`src/shared/dac_params.svh`:
```
/*
  Constants for the converter input update control block: register offsets,
  field positions, reset values and the conversion time.
  Assumes a 32-bit classic Wishbone slave with byte addresses and a 20 MHz clock.
*/
`ifndef DAC_PARAMS_SVH
`define DAC_PARAMS_SVH

// Register byte offsets, one aligned word each.
`define OFS_CONFIG 4'h0
`define OFS_VALUE_HIGH 4'h4
`define OFS_VALUE_LOW 4'h8
`define OFS_STATUS 4'hC

// Configuration field positions.
`define CFG_AUTO_TRIGGER_BIT 7
`define CFG_TRIGGER_SEL_MSB 6
`define CFG_TRIGGER_SEL_LSB 4
`define CFG_LEFT_ALIGN_BIT 2
`define CFG_PIN_ENABLE_BIT 1
`define CFG_ENABLE_BIT 0

// Status field positions.
`define STAT_BUSY_BIT 11
`define STAT_LOCK_BIT 10

// Widths and reset values.
`define DAC_BITS 10
`define TRIG_SOURCES 8
`define TRIG_SEL_BITS 3
`define BYTE_RESET 8'h00
`define VALUE_RESET 10'h000

// Conversion time of a triggered update and its length in clock cycles.
`define CLK_PERIOD_NS 50
`define CONV_TIME_NS 1000
`define CONV_CYCLES ((`CONV_TIME_NS + `CLK_PERIOD_NS - 1) / `CLK_PERIOD_NS)
`define CONV_CNT_BITS 5

`endif

```
`src/shared/dac_pkg.sv`:
```
/*
  Types for the converter input update control block.
  Assumes dac_params.svh is on the include path.
*/
`include "dac_params.svh"

package dac_pkg;

  // Trigger source codes of the select field.
  typedef enum logic [`TRIG_SEL_BITS-1:0] {
    TRIG_COMPARATOR0,
    TRIG_COMPARATOR1,
    TRIG_EXT_IRQ0,
    TRIG_TIMER8_COMPARE,
    TRIG_TIMER8_OVERFLOW,
    TRIG_TIMER16_COMPARE_B,
    TRIG_TIMER16_OVERFLOW,
    TRIG_TIMER16_CAPTURE
  } trigger_source_type;

  // State of the trigger edge detector.
  typedef struct packed {
    logic [`TRIG_SOURCES-1:0] prev_flags;
  } edge_state_type;

  // State of the control block.
  typedef struct packed {
    logic [7:0] converter_config;
    logic [7:0] converter_value_high;
    logic [7:0] converter_value_low;
    logic [`DAC_BITS-1:0] shadow_value;
    logic low_lock;
    logic busy;
    logic [`CONV_CNT_BITS-1:0] busy_count;
    logic update_pulse;
    logic ack;
    logic [31:0] read_data;
  } control_state_type;

endpackage

```
`src/rtl/dac_input_update_control.sv`:
```
/*
  Digital control front end of a 10-bit converter: configuration and data
  registers on a classic Wishbone slave, shadow value update by write or by
  event trigger, alignment, output routing and enable.
  Assumes event flags are synchronous to clk_sys_in and the analog core
  takes dac_value_out together with the enable and routing outputs.

*/
// The implementer's own choices: register access over Wishbone and the register offsets.
`timescale 1ns/1ps
`include "dac_params.svh"

module dac_input_update_control
  import dac_pkg::*;
(
  // Clock and reset.
  input wire logic clk_sys_in,
  input wire logic sys_rst_in,
  // Wishbone classic slave.
  input wire logic cyc_in,
  input wire logic stb_in,
  input wire logic we_in,
  input wire logic [3:0] adr_in,
  input wire logic [3:0] sel_in,
  input wire logic [31:0] dat_in,
  output logic [31:0] dat_out,
  output logic ack_out,
  // On-chip event flags, one per trigger source code.
  input wire logic [`TRIG_SOURCES-1:0] event_flags_in,
  // Analog core controls.
  output logic [`DAC_BITS-1:0] dac_value_out,
  output logic converter_enable_out,
  output logic analog_output_pin_enable_out,
  output logic update_pulse_out,
  output logic conversion_busy_out
);

  control_state_type state;
  control_state_type next_state;

  logic trigger_edge;
  logic bus_access;
  logic write_strobe;
  logic write_high;
  logic write_low;
  logic write_config;
  logic auto_trigger_enable;
  logic left_align_select;
  logic [`TRIG_SEL_BITS-1:0] trigger_select_field;
  logic trigger_update;
  logic load_shadow;
  logic [7:0] new_high;
  logic [7:0] new_low;
  logic [`DAC_BITS-1:0] composed_value;
  logic [31:0] read_mux;

  // Configuration fields as software left them.
  assign auto_trigger_enable = state.converter_config[`CFG_AUTO_TRIGGER_BIT];
  assign left_align_select = state.converter_config[`CFG_LEFT_ALIGN_BIT];
  assign trigger_select_field =
    state.converter_config[`CFG_TRIGGER_SEL_MSB:`CFG_TRIGGER_SEL_LSB];

  // Source order of event_flags_in follows trigger_source_type codes 0 to 7.
  trigger_edge_detect u_edge (
    .clk_sys_in(clk_sys_in),
    .sys_rst_in(sys_rst_in),
    .flags_in(event_flags_in),
    .select_in(trigger_select_field),
    .edge_out(trigger_edge)
  );

  // A write takes effect in the cycle that ack is high, exactly once per access.
  assign bus_access = cyc_in & stb_in;
  assign write_strobe = bus_access & we_in & state.ack & sel_in[0];
  assign write_config = write_strobe & (adr_in == `OFS_CONFIG);
  assign write_high = write_strobe & (adr_in == `OFS_VALUE_HIGH);
  assign write_low = write_strobe & (adr_in == `OFS_VALUE_LOW);

  // Byte values as they will stand after this cycle's write.
  assign new_high = write_high ? dat_in[7:0] : state.converter_value_high;
  assign new_low = write_low ? dat_in[7:0] : state.converter_value_low;

  // Placement of the 10-bit value in the two bytes, sampled at load time only.
  always_comb begin
    if (left_align_select) begin
      composed_value = {new_high, new_low[7:6]};
    end else begin
      composed_value = {new_high[1:0], new_low};
    end
  end

  // A trigger counts only in auto mode, with no half-written pair and no
  // triggered conversion running; a late edge is dropped, not queued.
  // A low byte write in the same cycle also blocks it, so a fresh low byte
  // never reaches the converter beside a stale high byte.
  assign trigger_update = auto_trigger_enable & trigger_edge
                        & ~state.low_lock
                        & ~state.busy
                        & ~write_low;

  // Direct mode loads on each high byte write, auto mode only on triggers.
  assign load_shadow = (~auto_trigger_enable & write_high) | trigger_update;

  // Register readback; the shadow value itself is not readable.
  always_comb begin
    read_mux = 32'h0000_0000;
    case (adr_in)
      `OFS_CONFIG: begin
        read_mux[7:0] = state.converter_config;
      end
      `OFS_VALUE_HIGH: begin
        read_mux[7:0] = state.converter_value_high;
      end
      `OFS_VALUE_LOW: begin
        read_mux[7:0] = state.converter_value_low;
      end
      `OFS_STATUS: begin
        read_mux[`STAT_BUSY_BIT] = state.busy;
        read_mux[`STAT_LOCK_BIT] = state.low_lock;
      end
      default: begin
        read_mux = 32'h0000_0000;
      end
    endcase
  end

  // Next-state logic for bus, registers, shadow and conversion timer.
  always_comb begin
    next_state = state;
    next_state.update_pulse = 1'b0;

    // Ack rises one cycle after the request and falls the cycle after.
    next_state.ack = bus_access & ~state.ack;
    if (bus_access & ~state.ack) begin
      next_state.read_data = read_mux;
    end

    if (write_config) begin
      next_state.converter_config = dat_in[7:0];
    end
    if (write_high) begin
      next_state.converter_value_high = dat_in[7:0];
    end
    if (write_low) begin
      next_state.converter_value_low = dat_in[7:0];
    end

    // Lock after a low byte write, released by the high byte write.
    if (write_low) begin
      next_state.low_lock = 1'b1;
    end else if (write_high) begin
      next_state.low_lock = 1'b0;
    end

    // The shadow is the only value the converter sees, never half updated.
    if (load_shadow) begin
      next_state.shadow_value = composed_value;
      next_state.update_pulse = 1'b1;
    end

    // Triggered conversion timer, edges inside it are ignored.
    if (trigger_update) begin
      next_state.busy = 1'b1;
      next_state.busy_count = `CONV_CNT_BITS'(`CONV_CYCLES - 1);
    end else if (state.busy) begin
      if (state.busy_count == '0) begin
        next_state.busy = 1'b0;
      end else begin
        next_state.busy_count = state.busy_count - `CONV_CNT_BITS'(1);
      end
    end
  end

  // All state clears to zero at reset.
  always_ff @(posedge clk_sys_in) begin
    if (sys_rst_in) begin
      state <= '0;
    end else begin
      state <= next_state;
    end
  end

  // Outputs.
  assign ack_out = state.ack;
  assign dat_out = state.read_data;
  assign dac_value_out = state.shadow_value;
  assign converter_enable_out = state.converter_config[`CFG_ENABLE_BIT];
  assign analog_output_pin_enable_out = state.converter_config[`CFG_PIN_ENABLE_BIT];
  assign update_pulse_out = state.update_pulse;
  assign conversion_busy_out = state.busy;

endmodule

```
`src/rtl/trigger_edge_detect.sv`:
```
/*
  Rising edge detector for the on-chip event flags, with source selection.
  Assumes the flags come from logic on the same clock, so no synchroniser.
*/
`timescale 1ns/1ps
`include "dac_params.svh"

module trigger_edge_detect
  import dac_pkg::*;
(
  // Clock and reset.
  input wire logic clk_sys_in,
  input wire logic sys_rst_in,
  // Event flags and selection.
  input wire logic [`TRIG_SOURCES-1:0] flags_in,
  input wire logic [`TRIG_SEL_BITS-1:0] select_in,
  // Rising edge of the selected flag.
  output logic edge_out
);

  edge_state_type state;
  edge_state_type next_state;
  logic [`TRIG_SOURCES-1:0] rise;

  // Each source is watched on its own so a change of selection needs no history.
  genvar i;
  generate
    for (i = 0; i < `TRIG_SOURCES; i++) begin : g_rise
      assign rise[i] = flags_in[i] & ~state.prev_flags[i];
    end
  endgenerate

  // Pick the selected source, interrupt enables play no part here.
  assign edge_out = rise[select_in];

  always_comb begin
    next_state = state;
    next_state.prev_flags = flags_in;
  end

  always_ff @(posedge clk_sys_in) begin
    if (sys_rst_in) begin
      state <= '0;
    end else begin
      state <= next_state;
    end
  end

endmodule

```
`config.mk`:
```
export PLATFORM = sky130hd
export DESIGN_NAME = dac_input_update_control
export DESIGN_NICKNAME = d
export VERILOG_FILES = /design/src/shared/dac_pkg.sv /design/src/rtl/dac_input_update_control.sv /design/src/rtl/trigger_edge_detect.sv
export VERILOG_INCLUDE_DIRS = /design/src /design/src/shared
export SDC_FILE = /design/constraint.sdc
export NUM_CORES = 1
export LEC_CHECK = 0
export BUFFER_PORTS_ARGS = -buffer_cell sky130_fd_sc_hd__buf_2
export CAP_MARGIN = 20
export CORE_ASPECT_RATIO = 0.9
export CORE_MARGIN = 4
export CORE_UTILIZATION = 47
export CTS_BUF_LIST = sky130_fd_sc_hd__clkbuf_4 sky130_fd_sc_hd__clkbuf_8
export DETAILED_ROUTE_END_ITERATION = 10
export GPL_TIMING_DRIVEN = 1
export PLACE_DENSITY_LB_ADDON = 0.08
export SETUP_SLACK_MARGIN = 0.2
export SLEW_MARGIN = 20
export SYNTH_ARGS = -nofsm -noshare
export SYNTH_HDL_FRONTEND = slang
export SYNTH_SLANG_ARGS = --single-unit
```
`constraint.sdc`:
```
create_clock -name clk_sys_in -period 2.25 [get_ports clk_sys_in]
set_clock_uncertainty 0.15 [all_clocks]
set_input_delay 0.1125 -clock clk_sys_in [delete_from_list [all_inputs] [get_ports clk_sys_in]]
set_output_delay 0.1125 -clock clk_sys_in [all_outputs]
set_load 0.01 [all_outputs]
```
==> out/results.env <==
GRT_MAX_DEGREE=39
PLACED_CELL_AREA_SQ_UM=3310
CTS_TREE='done'
LAYOUT_COMMONEST_CELL='sky130_fd_sc_hd__dfxtp_1'
P_SW_uW=524
CPMAXSTAGEDELAYCELL='sky130_fd_sc_hd__or4_4'
YS_TYPES=42
POST-ROUTE-DRC-COUNT=0
FINALWEIGHTEDCONGESTION=0.790
NETLIST_AREA_SQ_UM=3060
SYNTH_EDF_COUNT=0
CRITPATHMAXSTAGEDELAY_NS=0.48
DIE_OUTLINE_AREA_SQ_UM=7870
TIGHTESTPINTRANSITION_NS=0.709
FIN_AREA_SQ_UM=3930
LEAKAGEPOWER_nW=1.67
NUM_VIAS=2535
SEQ_POWER_SHARE_PCT=43.3
SYNTH-MAIN-FF-CELL='sky130_fd_sc_hd__dfxtp_1'
HPWL_UM=5040
PIN_COUNT=100
VDD_IR_DROP_MAX_mV=0.430
TIMING.FINAL.CRIT_SHARE_PCT=92.4
GLOBAL_ROUTE.USAGE.TOTAL_PCT=19.2
SYN-INSTANCE-COUNT=348
ASYNCSETRESETFLOPFRACSYNTH_PCT=0
CTS-HTREE-LEVELS=3
YOSYSWARNINGS=0
TIMING.FINAL.SETUP_VIOLATIONS=0
DIEHEIGHT_UM=84.6
YS_SEQ_AREA_SHARE_PCT=39.9
GLOBALROUTE.TOTALOVERFLOW=0
TIMING.CRITICAL_PATH.REQUIRED_NS=2.32
CTS_INSERTED_BUFFERS=9
NUM-FILL-CELLS=559
CRIT_PATH_MAX_FANOUT=7
SETUP.WORST_PATH.END_CLASS='flip-flop'
RSZ0062_AT_GRT='yes'
DRTANTENNAVIOLNETS=0
MAXSLEWHEADROOM_PCT=52.6
POWER.SHARE.CLOCK_PCT=50.6
AVGROUTEDWIREPERCELL_UM=14.2
SYNTH.AVG_CELL_AREA_SQ_UM=8.80
TOP_AREA_CELLS_IN_THE_SYNTHESIZED_NETLIST='sky130_fd_sc_hd__dfxtp_1 40%, sky130_fd_sc_hd__buf_4 10%, sky130_fd_sc_hd__mux2i_1 6.5%'
INITIALDRTVIOLATIONCOUNT=139
CLK_ROOT_BUFFER_CELL='sky130_fd_sc_hd__clkbuf_8'
CRITPATHARRIVALTIME_NS=2.15
CLOCK_PATH_BUFFERS=2
POWER.COMBINATIONAL.FRACTION_PCT=6.1
FMAX_MHz=481
FINAL_CELL_MIX='59 x sky130_fd_sc_hd__dfxtp_1, 50 x sky130_fd_sc_hd__buf_2, 43 x sky130_fd_sc_hd__nand2_1'
OUTCOME='completed'
FIRST_GLOBAL_VIAS=2338
YOSYS.AREA.TOP_TYPE='sky130_fd_sc_hd__dfxtp_1'
TIMING.MAX_CAP.VIOLATIONS=0
POWER.TOTAL_mW=2.52
FF2FF_SETUP_SLACK_NS=0.17
ANTENNA-DIODE-COUNT=0
CRITICAL_PATH.CELL_CHAIN='nor3b_2 > nor3_1 > or4_4 > o32a_4 > mux2_4'
GRT_PASS1_WL_UM=11800
INITIAL_UTILIZATION_PCT=49.3
TOTALWIRELENGTH_UM=7170
INSTANCES_NO_FILL=505
POWER_REPORT.INTERNAL_TOTAL_mW=2.00
PERIOD_MINUS_SLACK_NS=2.08
SYNTH.TOP_CELL.AREA_SHARE_PCT=39.9
SLEW_VIOL_FINAL=0
NUMBER_OF_ANTENNA_VIOLATIONS_AT_THE_FIRST_CHECK_IN_GLOBAL_ROUTING=0
NUM_ROWS=27
SYNTH.FF_LATCH_COUNT=61
FINALNETCOUNT=467
POWER.DENSITY_CELL_AREA_nW_PER_UM2=642
HOLD_VIOL=0
DIE_W_UM=93.1
AREA_GROWTH_PCT=28.3
START_KIND='flip-flop'
PLACED_CELLS_INCL_TAPS=473
WORST_SETUP_HOLD_PATH_CLK_SLEW_NS=0.07
CTS.SINKS=61
CORE_SQ_UM=6220
FIN_WORST_HOLD_SLACK_NS=0.105
PATH_CLASS='reg -> reg'
SHARE_OF_LAYOUT_CELLS_ABOVE_DRIVE_STRENGTH_1_PCT=30.9
DETAIL_ROUTE.VIAS_PER_CELL=5.02
HOLD_PATH_CLASS='in -> reg'
BUFFER_PORTS.INSERTED=50
SWSHARE_PCT=20.8
WORST_SKEW_PAIR.LATE_LATENCY_NS=0.34
DETAIL_ROUTE.FIRST_PASS.ITERATIONS=4
[final timing paths]
check / start / end / depth (start not counted)
worst max-delay path: state[71] / dac_value_out[6] / 5
worst min register to register: state[70] / state[70] / 2
worst max register to register: state[71] / dac_value_out[6] / 5
worst min-delay path: adr_in[0] / dat_out[11] / 5
[registers in the layout, indices dropped and copies added (netlist names)]
register and flops:
ack_out 1, analog_output_pin_enable_out 1, auto_trigger_enable 1, conversion_busy_out 1, converter_enable_out 1, dac_value_out 10, dat_out 10, left_align_select 1
state 26, u_edge.state 8, update_pulse_out 1
[cell usage after synthesis (3+ instances only)]
| master | number |
|---|---|
| sky130_fd_sc_hd__a2111oi_0 | 6 |
| sky130_fd_sc_hd__a21oi_1 | 23 |
| sky130_fd_sc_hd__a22oi_1 | 10 |
| sky130_fd_sc_hd__buf_1 | 3 |
| sky130_fd_sc_hd__buf_4 | 42 |
| sky130_fd_sc_hd__buf_6 | 3 |
| sky130_fd_sc_hd__clkbuf_1 | 16 |
| sky130_fd_sc_hd__dfxtp_1 | 61 |
| sky130_fd_sc_hd__inv_1 | 5 |
| sky130_fd_sc_hd__mux2_1 | 6 |
| sky130_fd_sc_hd__mux2i_1 | 20 |
| sky130_fd_sc_hd__mux4_2 | 4 |
| sky130_fd_sc_hd__nand2_1 | 43 |
| sky130_fd_sc_hd__nand2b_1 | 10 |
| sky130_fd_sc_hd__nor2_1 | 23 |
| sky130_fd_sc_hd__nor2b_1 | 17 |
| sky130_fd_sc_hd__nor3_1 | 14 |
| sky130_fd_sc_hd__nor4_1 | 3 |
| sky130_fd_sc_hd__o21ai_0 | 10 |
| sky130_fd_sc_hd__or4_1 | 3 |
[what timing repair did]
action	4_1_cts	5_1_grt
setup endpoints to repair	11	13
hold buffers	16	0
resized for setup	21	21
pin swaps	2	3
gates cloned	0	0
endpoints found under the hold margin	32	0
buffers inserted	0	0
[cells by family after synthesis]
kind of cell / Yosys count / synth area share [%]
DFF: 61 / 39.9
muxes: 30 / 11.7
adders and majority gates: 1 / 0.409
AOI/OAI and AO/OA: 55 / 11.2
other: 1 / 0.122
and+or+nand+nor: 128 / 21.5
buffers and inverters: 69 / 14.3
xor gates and xnor gates: 3 / 0.858
[routing by layer]
| metal | global-route usage, % | share of wire, % |
|---|---|---|
| met5 | 0 | 0 |
| met4 | 4.66 | 0.82 |
| met2 | 29.6 | 46 |
| met3 | 6.45 | 6.1 |
| met1 | 25.8 | 47 |
[power by group through the flow]
stage	Combinational (mW)	Clock (mW)	Sequential, mW
2_1_floorplan	0.0947	0	1.11
3_3_place_gp	0.125	0	1.11
3_5_place_dp	0.125	0	1.11
4_1_cts	0.150	1.30	1.09
5_1_grt	0.170	1.36	1.09
6_report	0.154	1.28	1.09
[critical path: cells and delay by family, from the launching register on]
kind | cells | cell delay [ns]
simple gates | 3 | 0.75
flops | 1 | 0.34
compound gates | 1 | 0.39
mux | 1 | 0.32
[through the flow]
stage,setup WS (ns),utilization (%),setup TNS (ns)
floorplan,0.0864,-,0
global placement,-0.0935,53.3,-0.137
detailed placement,-0.0963,53.3,-0.181
CTS,0.161,61.3,0
global route,0.117,63.2,0
finish,0.172,63.2,0
[layout make-up]
cell class	instances	area (sq um)	area share, %
tap	87	109	2.77
sequential	61	1220	31.1
timing repair buffer	97	654	16.7
multi-input combinational	239	1660	42.3
clock inverter	7	138	3.50
clock buffer	9	124	3.15
inverter	5	18.8	0.478
No activity file was read; power rests on OpenSTA's default activity.
